$ cat src/rtl/imsc_pkg.sv
package imsc_pkg;
    // Register map, byte-wide registers on a 3-bit index
    localparam logic [2:0] REG_OWN_ADDR = 3'h0;
    localparam logic [2:0] REG_CLK_DIV = 3'h1;
    localparam logic [2:0] REG_PRIMARY = 3'h2;
    localparam logic [2:0] REG_STATUS = 3'h3;
    localparam logic [2:0] REG_DATA = 3'h4;
    localparam logic [2:0] REG_ADDR_CFG = 3'h5;

    // primary_control bits
    localparam int CTRL_ENABLE = 7;
    localparam int CTRL_IRQ_EN = 6;
    localparam int CTRL_MASTER = 5;
    localparam int CTRL_TX_DIR = 4;
    localparam int CTRL_TX_ACK = 3;
    localparam int CTRL_RESTART = 2;

    // bus_status bits
    localparam int STAT_DONE = 7;
    localparam int STAT_ADDRESSED = 6;
    localparam int STAT_BUSY = 5;
    localparam int STAT_ARB_LOST = 4;
    localparam int STAT_SLAVE_DIR = 2;
    localparam int STAT_INT_FLAG = 1;
    localparam int STAT_RX_ACK = 0;

    // address_config_control bits
    localparam int CFG_GEN_CALL = 7;
    localparam int CFG_ADDR_EXT = 6;

    localparam logic [7:0] OWN_ADDR_RESET = 8'h00;
    localparam logic [7:0] CLK_DIV_RESET = 8'h00;
    localparam logic [7:0] PRIMARY_RESET = 8'h00;
    localparam logic [7:0] ADDR_CFG_RESET = 8'h00;

    localparam logic [7:0] GENERAL_CALL_ADDR = 8'h00;
    localparam logic [4:0] TEN_BIT_PREFIX = 5'h1E;
    localparam logic [3:0] ACK_SLOT = 4'h8;
    localparam logic [3:0] BYTE_END = 4'h9;

    // Serial-clock divider: base plus four per step of the low six setting bits
    localparam logic [15:0] SCL_DIV_BASE = 16'h0014;
    localparam logic [1:0] SYNC_IDLE = 2'h3;

    typedef enum logic [2:0] {M_IDLE, M_START, M_BIT, M_HOLD, M_STOP, M_RSTART} imsc_mstate_t;
    typedef enum logic [2:0] {S_IDLE, S_ADDR, S_ADDR2, S_DATA, S_IGNORE} imsc_sphase_t;
endpackage

$ cat src/rtl/imsc_baud_tick.sv
`timescale 1ns/1ns
`default_nettype none
module imsc_baud_tick import imsc_pkg::*; (
    input wire logic clk,
    input wire logic rst,
    input wire logic run,
    input wire logic [7:0] setting,
    output logic tick
);
    typedef struct packed {
        logic [15:0] count;
        logic tick;
    } imsc_baud_state_t;

    imsc_baud_state_t cur;
    imsc_baud_state_t next_cur;
    logic [15:0] quarterLen;

    // A bit has four quarters, so the bit rate is clock / (4 x factor x divider)
    function automatic logic [15:0] quarterCycles(input logic [7:0] s);
        logic [15:0] div;
        div = SCL_DIV_BASE + {8'h00, s[5:0], 2'b00};
        case (s[7:6])
            2'b01: return div;
            2'b10: return {div[14:0], 1'b0};
            default: return {1'b0, div[15:1]};
        endcase
    endfunction

    assign quarterLen = quarterCycles(setting);

    always_comb begin
        next_cur = cur;
        next_cur.tick = 1'b0;
        if (!run) begin
            next_cur.count = 16'h0000;
        end else if (cur.count + 16'h0001 >= quarterLen) begin
            next_cur.count = 16'h0000;
            next_cur.tick = 1'b1;
        end else begin
            next_cur.count = cur.count + 16'h0001;
        end
        if (rst) begin
            next_cur = '0;
        end
    end

    always_ff @(posedge clk) begin
        cur <= next_cur;
    end

    assign tick = cur.tick;
endmodule // imsc_baud_tick
`default_nettype wire

$ cat src/rtl/imsc_controller.sv
`timescale 1ns/1ns
`default_nettype none
// What this block does
// - Own address sits in bits 7:1, bit 0 reads zero; slave answers it.
// - Serial rate is clock / (4 x multiplier x divider).
// - Primary control: enable, irq enable, master, tx, ack control, restart.
// - Status: done, addressed, busy, arb lost, 0, direction, irq flag, ack.
// - Data write feeds next transmit byte; read returns last received byte.
// - Address byte lsb picks master receive or master transmit.
// - Master transfer starts only on a data write with master selected.
// - Slave work starts only on a matching incoming address.
// - Ten-bit addressing raises a dummy interrupt after the first byte.
// - Transfer-complete flag sets at the ninth clock's falling edge.
// - Interrupt is flag gated by enable; writing one clears the flag.
// - General call without acceptance gets no acknowledge, except in 7-bit mode with own address zero.
// - Module is disabled after reset and never resets the system.
module imsc_controller import imsc_pkg::*; (
    input wire logic clk,
    input wire logic rst,
    input wire logic [2:0] regAddr,
    input wire logic [7:0] regWrData,
    input wire logic regWr,
    input wire logic regRd,
    output logic [7:0] regRdData,
    input wire logic sclIn,
    output logic sclOut,
    output logic sclOe,
    input wire logic sdaIn,
    output logic sdaOut,
    output logic sdaOe,
    output logic irq
);
    typedef struct packed {
        logic [6:0] ownAddr;
        logic [7:0] clkDiv;
        logic enable;
        logic irqEnable;
        logic masterSel;
        logic txDir;
        logic txAckCtl;
        logic genCallAccept;
        logic addrExtEnable;
        logic [2:0] hiAddr;
        logic xferDone;
        logic addressed;
        logic busBusy;
        logic arbLost;
        logic slaveDir;
        logic intFlag;
        logic rxAck;
        logic [7:0] rxData;
        logic [7:0] txData;
        logic [7:0] shift;
        logic [3:0] bitCnt;
        logic sdaLow;
        logic slaveHold;
        logic tenMatched;
        logic masterRead;
        logic masterAddrPhase;
        imsc_mstate_t mstate;
        logic [1:0] quarter;
        imsc_sphase_t sphase;
        logic [7:0] rdData;
    } imsc_ctrl_state_t;

    imsc_ctrl_state_t cur;
    imsc_ctrl_state_t next_cur;

    logic sclLvl;
    logic sdaLvl;
    logic sclRise;
    logic sclFall;
    logic startSeen;
    logic stopSeen;
    logic tick;
    logic run;
    logic masterActive;
    logic engaged;
    logic recvNow;
    logic accept;
    logic ackWanted;
    logic desiredLow;
    logic sclLowMaster;
    logic sdaOverride;
    logic overrideLow;
    logic [7:0] readMux;

    imsc_line_sync lineSync (
        .clk(clk),
        .rst(rst),
        .sclIn(sclIn),
        .sdaIn(sdaIn),
        .sclLvl(sclLvl),
        .sdaLvl(sdaLvl),
        .sclRise(sclRise),
        .sclFall(sclFall),
        .startSeen(startSeen),
        .stopSeen(stopSeen)
    );

    imsc_baud_tick baudTick (
        .clk(clk),
        .rst(rst),
        .run(run),
        .setting(cur.clkDiv),
        .tick(tick)
    );

    // Address decode shared by the acknowledge drive and the end-of-byte update
    function automatic logic slaveAccept(input imsc_sphase_t phase, input logic [7:0] b,
                                         input logic [6:0] own, input logic [2:0] hi,
                                         input logic gc, input logic ext, input logic tenM);
        logic gcHit;
        gcHit = gc && (b == GENERAL_CALL_ADDR);
        case (phase)
            S_ADDR: begin
                if (ext) begin
                    return gcHit || ((b[7:3] == TEN_BIT_PREFIX) && (b[2:1] == hi[2:1]) && (!b[0] || tenM));
                end
                return gcHit || (b[7:1] == own);
            end
            S_ADDR2: return b == {hi[0], own};
            default: return 1'b0;
        endcase
    endfunction

    assign masterActive = cur.mstate != M_IDLE;
    assign engaged = masterActive || (cur.sphase inside {S_ADDR, S_ADDR2, S_DATA});
    assign recvNow = masterActive ? (!cur.masterAddrPhase && cur.masterRead)
                                  : !((cur.sphase == S_DATA) && cur.txDir);
    assign accept = slaveAccept(cur.sphase, cur.shift, cur.ownAddr, cur.hiAddr,
                                cur.genCallAccept, cur.addrExtEnable, cur.tenMatched);
    assign ackWanted = (masterActive || cur.sphase == S_DATA) ? !cur.txAckCtl : accept;

    // Value the engine wants on the data line while the clock is low
    always_comb begin
        if (!engaged) begin
            desiredLow = 1'b0;
        end else if (cur.bitCnt < ACK_SLOT) begin
            desiredLow = !recvNow && !cur.txData[~cur.bitCnt[2:0]];
        end else if (cur.bitCnt == ACK_SLOT) begin
            desiredLow = recvNow && ackWanted;
        end else begin
            desiredLow = cur.sdaLow;
        end
    end

    always_comb begin
        sclLowMaster = 1'b0;
        sdaOverride = 1'b0;
        overrideLow = 1'b0;
        unique case (cur.mstate)
            M_IDLE: ;
            M_START: begin
                sdaOverride = 1'b1;
                overrideLow = cur.quarter != 2'h0;
            end
            M_BIT: sclLowMaster = cur.quarter < 2'h2;
            M_HOLD: sclLowMaster = 1'b1;
            M_STOP: begin
                sclLowMaster = cur.quarter == 2'h0;
                sdaOverride = 1'b1;
                overrideLow = cur.quarter < 2'h2;
            end
            M_RSTART: begin
                sclLowMaster = cur.quarter == 2'h0;
                sdaOverride = 1'b1;
                overrideLow = cur.quarter >= 2'h2;
            end
            default: ;
        endcase
    end

    // Quarters count only once a released clock is seen high, so stretching slaves are honoured
    assign run = cur.enable && masterActive && (cur.mstate != M_HOLD) && (sclLowMaster || sclLvl);

    always_comb begin
        unique case (regAddr)
            REG_OWN_ADDR: readMux = {cur.ownAddr, 1'b0};
            REG_CLK_DIV: readMux = cur.clkDiv;
            REG_PRIMARY: readMux = {cur.enable, cur.irqEnable, cur.masterSel, cur.txDir,
                                    cur.txAckCtl, 3'h0};
            REG_STATUS: readMux = {cur.xferDone, cur.addressed, cur.busBusy, cur.arbLost,
                                   1'b0, cur.slaveDir, cur.intFlag, cur.rxAck};
            REG_DATA: readMux = cur.rxData;
            REG_ADDR_CFG: readMux = {cur.genCallAccept, cur.addrExtEnable, 3'h0, cur.hiAddr};
            default: readMux = 8'h00;
        endcase
    end

    always_comb begin
        next_cur = cur;
        next_cur.rdData = regRd ? readMux : 8'h00;

        // Software side first, so hardware events below win over clears
        if (regWr) begin
            unique case (regAddr)
                REG_OWN_ADDR: next_cur.ownAddr = regWrData[7:1];
                REG_CLK_DIV: next_cur.clkDiv = regWrData;
                REG_PRIMARY: begin
                    next_cur.enable = regWrData[CTRL_ENABLE];
                    next_cur.irqEnable = regWrData[CTRL_IRQ_EN];
                    next_cur.masterSel = regWrData[CTRL_MASTER];
                    next_cur.txDir = regWrData[CTRL_TX_DIR];
                    next_cur.txAckCtl = regWrData[CTRL_TX_ACK];
                    next_cur.addressed = 1'b0;
                    if (regWrData[CTRL_RESTART] && !regWrData[CTRL_MASTER]) begin
                        next_cur.arbLost = 1'b1;
                        next_cur.intFlag = 1'b1;
                    end else if (regWrData[CTRL_RESTART] && cur.mstate == M_HOLD) begin
                        next_cur.mstate = M_RSTART;
                        next_cur.quarter = 2'h0;
                    end
                    if (!regWrData[CTRL_MASTER] && masterActive && cur.mstate != M_STOP) begin
                        next_cur.mstate = M_STOP;
                        next_cur.quarter = 2'h0;
                    end
                end
                REG_STATUS: begin
                    if (regWrData[STAT_INT_FLAG]) begin
                        next_cur.intFlag = 1'b0;
                    end
                    if (regWrData[STAT_ARB_LOST]) begin
                        next_cur.arbLost = 1'b0;
                    end
                end
                REG_DATA: begin
                    next_cur.txData = regWrData;
                    next_cur.xferDone = 1'b0;
                    next_cur.slaveHold = 1'b0;
                    if (cur.masterAddrPhase || !masterActive) begin
                        next_cur.masterRead = regWrData[0];
                    end
                    if (cur.enable && cur.masterSel && !masterActive) begin
                        if (cur.busBusy) begin
                            next_cur.arbLost = 1'b1;
                            next_cur.intFlag = 1'b1;
                            next_cur.masterSel = 1'b0;
                        end else begin
                            next_cur.mstate = M_START;
                            next_cur.quarter = 2'h0;
                            next_cur.masterAddrPhase = 1'b1;
                        end
                    end else if (cur.mstate == M_HOLD && !recvNow) begin
                        next_cur.mstate = M_BIT;
                        next_cur.quarter = 2'h0;
                    end
                end
                REG_ADDR_CFG: begin
                    next_cur.genCallAccept = regWrData[CFG_GEN_CALL];
                    next_cur.addrExtEnable = regWrData[CFG_ADDR_EXT];
                    next_cur.hiAddr = regWrData[2:0];
                end
                default: ;
            endcase
        end
        if (regRd && regAddr == REG_DATA) begin
            next_cur.xferDone = 1'b0;
            next_cur.slaveHold = 1'b0;
            if (cur.mstate == M_HOLD && recvNow) begin
                next_cur.mstate = M_BIT;
                next_cur.quarter = 2'h0;
            end
        end

        if (tick) begin
            next_cur.quarter = cur.quarter + 2'h1;
            if (cur.quarter == 2'h3) begin
                unique case (cur.mstate)
                    M_START: next_cur.mstate = M_BIT;
                    M_STOP: next_cur.mstate = M_IDLE;
                    M_RSTART: begin
                        next_cur.mstate = M_HOLD;
                        next_cur.masterAddrPhase = 1'b1;
                    end
                    default: ;
                endcase
            end
        end

        if (!engaged) begin
            next_cur.sdaLow = 1'b0;
        end else if (!sclLvl) begin
            next_cur.sdaLow = desiredLow;
        end

        if (cur.enable && startSeen) begin
            next_cur.busBusy = 1'b1;
            next_cur.bitCnt = 4'h0;
            next_cur.sdaLow = cur.mstate inside {M_START, M_RSTART};
            next_cur.sphase = (cur.mstate inside {M_START, M_RSTART}) ? S_IDLE : S_ADDR;
        end

        if (cur.enable && cur.busBusy && sclRise) begin
            if (cur.bitCnt < ACK_SLOT) begin
                next_cur.shift = {cur.shift[6:0], sdaLvl};
            end
            if (cur.bitCnt == ACK_SLOT && !recvNow && engaged) begin
                next_cur.rxAck = sdaLvl;
            end
            if (cur.bitCnt < BYTE_END) begin
                next_cur.bitCnt = cur.bitCnt + 4'h1;
            end
            // Released the line yet someone holds it low: another master won
            if (masterActive && !cur.sdaLow && !sdaLvl && cur.bitCnt < BYTE_END
                && ((cur.bitCnt < ACK_SLOT) ? !recvNow : recvNow)) begin
                next_cur.arbLost = 1'b1;
                next_cur.intFlag = 1'b1;
                next_cur.masterSel = 1'b0;
                next_cur.mstate = M_IDLE;
                next_cur.sdaLow = 1'b0;
                next_cur.sphase = cur.masterAddrPhase ? S_ADDR : S_IGNORE;
            end
        end

        if (cur.enable && cur.busBusy && sclFall && cur.bitCnt == BYTE_END) begin
            next_cur.bitCnt = 4'h0;
            if (masterActive) begin
                next_cur.xferDone = 1'b1;
                next_cur.intFlag = 1'b1;
                next_cur.masterAddrPhase = 1'b0;
                next_cur.mstate = M_HOLD;
                next_cur.quarter = 2'h0;
                if (recvNow) begin
                    next_cur.rxData = cur.shift;
                end
            end else if (cur.sphase inside {S_ADDR, S_ADDR2, S_DATA}) begin
                next_cur.xferDone = 1'b1;
                if (cur.sphase == S_DATA || accept) begin
                    next_cur.intFlag = 1'b1;
                    next_cur.slaveHold = 1'b1;
                end
                if (recvNow) begin
                    next_cur.rxData = cur.shift;
                end
                if (cur.sphase != S_DATA) begin
                    if (!accept) begin
                        next_cur.sphase = S_IGNORE;
                    end else if (cur.sphase == S_ADDR && cur.addrExtEnable
                                 && cur.shift[7:3] == TEN_BIT_PREFIX && !cur.shift[0]) begin
                        next_cur.sphase = S_ADDR2;
                    end else begin
                        next_cur.sphase = S_DATA;
                        next_cur.addressed = 1'b1;
                        next_cur.slaveDir = cur.shift[0] && cur.sphase == S_ADDR;
                        if (cur.sphase == S_ADDR2) begin
                            next_cur.tenMatched = 1'b1;
                        end
                    end
                end
            end
        end

        if (cur.enable && stopSeen) begin
            next_cur.busBusy = 1'b0;
            next_cur.sphase = S_IDLE;
            next_cur.tenMatched = 1'b0;
            next_cur.slaveHold = 1'b0;
            if (masterActive && cur.mstate != M_STOP) begin
                next_cur.arbLost = 1'b1;
                next_cur.intFlag = 1'b1;
                next_cur.masterSel = 1'b0;
                next_cur.mstate = M_IDLE;
            end
        end

        if (!next_cur.enable) begin
            next_cur.mstate = M_IDLE;
            next_cur.sphase = S_IDLE;
            next_cur.slaveHold = 1'b0;
            next_cur.sdaLow = 1'b0;
            next_cur.busBusy = 1'b0;
        end

        if (rst) begin
            next_cur = '0;
            next_cur.ownAddr = OWN_ADDR_RESET[7:1];
            next_cur.clkDiv = CLK_DIV_RESET;
            next_cur.enable = PRIMARY_RESET[CTRL_ENABLE];
            next_cur.genCallAccept = ADDR_CFG_RESET[CFG_GEN_CALL];
            next_cur.addrExtEnable = ADDR_CFG_RESET[CFG_ADDR_EXT];
            next_cur.hiAddr = ADDR_CFG_RESET[2:0];
        end
    end

    always_ff @(posedge clk) begin
        cur <= next_cur;
    end

    // Open-drain lines: only ever pull low
    assign sclOut = 1'b0;
    assign sdaOut = 1'b0;
    assign sclOe = sclLowMaster || cur.slaveHold;
    assign sdaOe = sdaOverride ? overrideLow : cur.sdaLow;
    assign irq = cur.intFlag && cur.irqEnable;
    assign regRdData = cur.rdData;
endmodule // imsc_controller
`default_nettype wire

$ cat src/rtl/imsc_line_sync.sv
`timescale 1ns/1ns
`default_nettype none
module imsc_line_sync import imsc_pkg::*; (
    input wire logic clk,
    input wire logic rst,
    input wire logic sclIn,
    input wire logic sdaIn,
    output logic sclLvl,
    output logic sdaLvl,
    output logic sclRise,
    output logic sclFall,
    output logic startSeen,
    output logic stopSeen
);
    // Bit 0 is the clock line, bit 1 the data line
    typedef struct packed {
        logic [1:0] meta;
        logic [1:0] lvl;
        logic [1:0] prev;
    } imsc_sync_state_t;

    imsc_sync_state_t cur;
    imsc_sync_state_t next_cur;

    always_comb begin
        next_cur.meta = {sdaIn, sclIn};
        next_cur.lvl = cur.meta;
        next_cur.prev = cur.lvl;
        if (rst) begin
            next_cur = {SYNC_IDLE, SYNC_IDLE, SYNC_IDLE};
        end
    end

    always_ff @(posedge clk) begin
        cur <= next_cur;
    end

    assign sclLvl = cur.lvl[0];
    assign sdaLvl = cur.lvl[1];
    assign sclRise = cur.lvl[0] & ~cur.prev[0];
    assign sclFall = ~cur.lvl[0] & cur.prev[0];
    assign startSeen = cur.lvl[0] & cur.prev[0] & ~cur.lvl[1] & cur.prev[1];
    assign stopSeen = cur.lvl[0] & cur.prev[0] & cur.lvl[1] & ~cur.prev[1];
endmodule // imsc_line_sync
`default_nettype wire

$ cat config.mk
export PLATFORM = sky130hd
export DESIGN_NAME = imsc_controller
export DESIGN_NICKNAME = d
export VERILOG_FILES = /design/src/rtl/imsc_pkg.sv /design/src/rtl/imsc_baud_tick.sv /design/src/rtl/imsc_controller.sv /design/src/rtl/imsc_line_sync.sv
export SDC_FILE = /design/constraint.sdc
export NUM_CORES = 1
export LEC_CHECK = 0
export BUFFER_PORTS_ARGS = -buffer_cell sky130_fd_sc_hd__clkbuf_2
export CORE_MARGIN = 1
export CORE_UTILIZATION = 60
export DETAILED_ROUTE_END_ITERATION = 8
export GPL_ROUTABILITY_DRIVEN = 0
export HOLD_SLACK_MARGIN = 0.15
export PLACE_DENSITY_LB_ADDON = 0.12
export SETUP_SLACK_MARGIN = 0.3
export SYNTH_ARGS = -nofsm -noshare
export SYNTH_HDL_FRONTEND = slang
export SYNTH_SLANG_ARGS = --single-unit
$ cat constraint.sdc
create_clock -name clk -period 4.15 [get_ports clk]
set_input_delay 0.415 -clock clk [delete_from_list [all_inputs] [get_ports clk]]
set_output_delay 0.415 -clock clk [all_outputs]
set_load 0.03 [all_outputs]
==> out/qor.yml, run 1 <==
reg2reg_slack_ns: 0.95
htreeDepth: 3
core-area_um2: 9200
cp-start-kind: "flip-flop"
initial_core_util_pct: 61.7
rows: 35
gr-total-overflow: 0
first_pass_iters: 6
p_int_mw: 1.31
synth_largest_area_cell: "dfxtp_1"
drive_above_1_share_pct: 11.2
design_area_um2: 5970
power_leakage_nw: 2.28
p_total_mw: 1.77
setup.worst_path.start: "cur[66]"
antenna_found_initial: 0
crit_slowest_cell: "or4_4"
ctsLongestPathBuffers: 2
drc: 0
min_from: "sclIn"
yosysWarnings: 0
finalCriticalPeriod_ns: 3.20
synthArstFlopShare_pct: 0
antenna_left: 0
cp.required_ns: 4.43
drtIter0Drc: 417
crit_path_max_incr_delay_ns: 0.62
diodes: 0
r2r-start: "cur[66]"
netlist_instances: 680
whs_ns: 0.216
placed_area_um2: 5770
clock_latency_ns: 0.38
numPortBuffers: 27
fillers: 809
viasPerCell: 6.25
placed_cells: 783
nets: 719
stdcell_count: 799
ioPinCount: 30
tightest_slew_ns: 0.819
grt_start_max_net_pins: 52
whs_path_depth: 2
grt_pass1_vias: 4637
pwr-share-clk_pct: 35.9
cts_made_buffers: 9
switching_share_pct: 26.1
area_delta_synth_final_pct: 5.18
clk_pin_slew_ns: 0.10
grt_pass1_wl_mm: 23.4
rr_worst_depth: 13
vias: 4995
avgRoutedWirePerCell_um: 17.8
switching_power_uw: 461
path_max_fanout: 11
final-max-slew-violation-count: 0
avgSynthCellArea_um2: 8.34
synth_area_um2: 5670
ir_drop_uv: 180
netlist.area_leader.share_pct: 36.7
synth_flop_cell: "dfxtp_1"
pwr-share-seq_pct: 57.9
fin_crit_sh_pct: 77.0
layout_common_cells: "dfxtp_1 (104), nand2_1 (95), a21oi_1 (66), nor2_1 (54), o21ai_0 (30)"
grtUsageTotal_pct: 30.4
die_w_um: 99.2
cts-resized-gates: 0
rsz0062_at_grt: "false"
postLayoutCoreUtil_pct: 64.9
finalSetupViolations: 0
fmax_ghz: 0.313
cap_violations: 0
cts_hold_buffers: 0
p_comb_share_pct: 6.2
synth_area_leaders: "dfxtp_1 (37%), nand2_1 (6.3%), a21oi_1 (5.8%)"
min_path_type: "input pin to flip-flop"
fin_skew_ns: 0.0117
max-slew-margin-rel_pct: 45.2
ys_ff_latch: 104
status: "finished clean"
hold_viol_final: 0
final_common_cell: "dfxtp_1"
synth-edff-count: 0
drt-total-wl_mm: 14.2
die_h_um: 99.2
place_hpwl_mm: 10.4
cp-end-kind: "flip-flop"
fin_tns_setup_ns: 0
cts_tree: "built"
powerDensity_nw_per_um2: 296
root_buffer: "clkbuf_8"
cp.arrival_ns: 3.48
yosysSeqAreaShare_pct: 36.7
criticalPathCategory: "flip-flop to flip-flop"
cts_sinks: 104
dp_worst_setup_slack_ns: 0.987
cts_setup_buffers: 0
synth_cell_type_count: 65
die_area_um2: 9850
setup_ws_ns: 0.954
path_cells: "ha_1, o21ai_0, xnor2_1, a22oi_1, nor2_1, a21oi_1, ha_1, a21o_1, a21o_1, a21oi_1, nand3_1, or4_4, nor4b_1"
==> logic make-up (layout without fill, tap and decap cells) <==
| logic type | count (synthesis) | after routing | synth area share, % |
|---|---|---|---|
| AOI/OAI and AO/OA | 145 | 145 | 15.6 |
| xor gates and xnor gates | 34 | 34 | 5.25 |
| adders and majority gates | 19 | 19 | 4.19 |
| buffers and inverters | 63 | 64 | 5.16 |
| DFF | 104 | 104 | 36.7 |
| muxes | 34 | 34 | 7.19 |
| other | 1 | 8 | 0.0661 |
| and+or+nand+nor | 280 | 280 | 25.8 |
==> final timing paths <==
kind	to
worst max register to register	baudTick.cur[10]
worst min register to register	lineSync.sdaLvl
worst max-delay path	baudTick.cur[10]
worst min-delay path	lineSync.cur[4]
==> power by group through the flow <==
stage | combinational, mW | sequential (mW) | clock [mW]
after global placement | 0.105 | 1.05 | 0
after detailed placement | 0.106 | 1.05 | 0
after CTS | 0.107 | 1.02 | 0.641
after global routing | 0.119 | 1.02 | 0.685
final | 0.109 | 1.02 | 0.635
after floorplan | 0.0738 | 1.04 | 0
==> per-layer routing <==
| layer | track usage [%] | up-vias | part of all wire (%) |
|---|---|---|---|
| li1 | - | 2383 | - |
| met1 | 40.2 | 2363 | 43 |
| met2 | 49.3 | 213 | 46 |
| met3 | 6.54 | 36 | 8.2 |
| met4 | 10.9 | 0 | 2.7 |
| met5 | 0 | - | 0 |
==> state kept, by name, indices dropped and copies added, names as in the netlist <==
name and flops:
lineSync.sclLvl 1, regRdData 8, lineSync.sdaLvl 1, baudTick.cur 16
baudTick.tick 1, cur 73, lineSync.cur 4
==> critical path, delay by kind of cell (launching register included) <==
| family | cells | cell delay, ns |
|---|---|---|
| simple gates | 4 | 1.11 |
| compound gates | 6 | 0.74 |
| fa+ha+maj | 2 | 0.54 |
| flops | 1 | 0.44 |
| xor+xnor | 1 | 0.28 |
==> layout make-up <==
class	instances	area, um2	share of cell area (%)
multi-input combinational	520	3320	55.7
sequential	104	2080	34.9
clock buffer	11	151	2.54
timing repair buffer	29	150	2.52
tap	111	139	2.33
inverter	19	71.3	1.20
clock inverter	5	48.8	0.818
==> cell usage after synthesis (5+ instances only) <==
cell type	n
nor3b_1	6
buf_2	5
nand2_1	95
nand2b_1	8
o21ai_0	30
nand4_1	6
mux2i_1	25
xor2_1	14
o211ai_1	6
a22oi_1	12
and3_1	5
or2_2	10
nor2b_1	14
a31oi_1	7
ha_1	19
mux4_2	5
nand3_1	27
buf_4	11
nand3b_1	6
nor4_1	9
a21oi_1	66
inv_1	19
nor2_1	54
clkbuf_1	22
dfxtp_1	104
xnor2_1	20
nor3_1	15
(Power assumes the default switching activity.)
==> run 2: changes to the inputs <==
==> constraint.sdc (replaced) <==
create_clock -name clk -period 3.3 [get_ports clk]
set_input_delay 0.33 -clock clk [delete_from_list [all_inputs] [get_ports clk]]
set_output_delay 0.33 -clock clk [all_outputs]
set_load 0.03 [all_outputs]
==> run 2 against run 1 <==
  * Wire length up 1.5%
  * Maximum frequency rose by 6.8%
  * Largest cell class unchanged
  * Die area is the same
  * Flip-flop and latch count did not move
==> out/qor.yml, run 2 (synthesis gave the netlist of run 1 again) <==
status: "finished clean"
cap_violations: 0
initial_core_util_pct: 61.7
reg2reg_slack_ns: 0.31
drtIter0Drc: 316
fin_tns_setup_ns: 0
r2r-start: "cur[69]"
grt_pass1_wl_mm: 23.1
regMostFlops: "cur"
vias: 5023
cts_made_buffers: 9
rr_worst_depth: 12
drc: 0
cts_sinks: 104
cp.required_ns: 3.59
r2r-end: "baudTick.tick"
grt_start_max_net_pins: 56
final_common_cell: "dfxtp_1"
fmax_ghz: 0.334
rows: 35
ir_drop_uv: 217
area_delta_synth_final_pct: 8.47
fin_crit_sh_pct: 90.7
setup.worst_path.start: "cur[69]"
grt_pass1_vias: 4671
pwr-share-clk_pct: 35.0
root_buffer: "clkbuf_8"
drive_above_1_share_pct: 14.7
p_total_mw: 2.20
cp.arrival_ns: 3.28
whs_ns: 0.272
first_pass_iters: 5
setup_ws_ns: 0.308
switching_share_pct: 26.3
powerDensity_nw_per_um2: 357
path_max_fanout: 6
max-slew-margin-rel_pct: 39.8
diodes: 0
fin_skew_ns: 0.0150
die_h_um: 99.2
ioPinCount: 30
grtUsageTotal_pct: 30.1
clock_latency_ns: 0.38
final-max-slew-violation-count: 0
power_leakage_nw: 2.34
die_w_um: 99.2
min_path_type: "input pin to flip-flop"
gr-total-overflow: 0
switching_power_uw: 579
nets: 730
finalSetupViolations: 0
viasPerCell: 6.20
rsz0062_at_grt: "true"
cp-end-kind: "flip-flop"
criticalPathCategory: "flip-flop to flip-flop"
place_hpwl_mm: 10.5
clk_pin_slew_ns: 0.10
p_int_mw: 1.62
htreeDepth: 3
endpoint: "baudTick.tick"
numPortBuffers: 27
layout_common_cells: "dfxtp_1 (96), nand2_1 (95), a21oi_1 (65), nor2_1 (53), o21ai_0 (29)"
largest_reg_flops: 73
pwr-share-seq_pct: 58.4
drt-total-wl_mm: 14.4
dp_worst_setup_slack_ns: 0.139
p_comb_share_pct: 6.6
tightest_slew_ns: 0.900
antenna_left: 0
antenna_found_initial: 0
cp-start-kind: "flip-flop"
die_area_um2: 9850
cts_tree: "built"
hold_viol_final: 0
finalCriticalPeriod_ns: 2.99
ctsLongestPathBuffers: 2
core-area_um2: 9200
avgRoutedWirePerCell_um: 17.8
[run 2: how the worst min path moves through the flow]
stage	startpoint	endpoint	cells after the start
after floorplan	lineSync.cur[4]	lineSync.sclLvl	1
after detailed placement	lineSync.cur[4]	lineSync.sclLvl	1
final	regWrData[3]	cur[69]	3
after CTS	regWrData[3]	cur[61]	3
after global placement	lineSync.cur[5]	lineSync.sdaLvl	1
after global routing	regWrData[3]	cur[76]	3
[run 2: timing repair]
item                                    in CTS  in global routing
cloned                                       1                  0
gates resized for setup                      7                 23
hold buffers                                 2                  0
buffers inserted                             1                  3
endpoints found under the setup margin      11                 11
pin swaps                                    2                  4
hold endpoints to repair                     2                  0
[run 2: layout make-up]
class | count | area [um2]
clock buffers | 10 | 138
clock inverters | 6 | 47.5
fillers | 799 | 3040
inverters | 19 | 71.3
multi-input cells | 521 | 3420
flip-flops and latches | 104 | 2100
well taps | 111 | 139
repair buffers | 39 | 230
[run 2: per-stage QoR]
| stage | utilization [%] | instance area [um2] | cells |
|---|---|---|---|
| after floorplan | - | 5700 | 687 |
| after global placement | 63.0 | 5800 | 787 |
| after detailed placement | 63.0 | 5800 | 787 |
| after CTS | 65.6 | 6030 | 807 |
| after global routing | 66.9 | 6150 | 810 |
| final | 66.9 | 6150 | 810 |
[run 2: per-layer routing]
metal	up-vias	wire length [um]	GRT usage, %
li1	2418	-	-
met1	2339	6430	40.7
met2	220	6480	48.2
met3	46	995	3.58
met4	0	504	14.3
met5	-	0	0
[run 2: critical path, cell delays in order (launching register included)]
cell and delay, ns:
dfxtp_4 0.40, nand2_1 0.07, nor2_2 0.11, xor2_1 0.27, buf_4 0.16, a22oi_1 0.05
or2_2 0.28, ha_1 0.30, a21o_1 0.16, a21oi_1 0.13, nand3_1 0.11, or4_4 0.62
o21ba_4 0.23
[run 2: power by group through the flow]
stage	clock [mW]	sequential (mW)	combinational, mW
final	0.769	1.28	0.144
after global routing	0.832	1.29	0.156
after CTS	0.777	1.29	0.139
after detailed placement	0	1.32	0.135
after global placement	0	1.31	0.134
after floorplan	0	1.31	0.0928
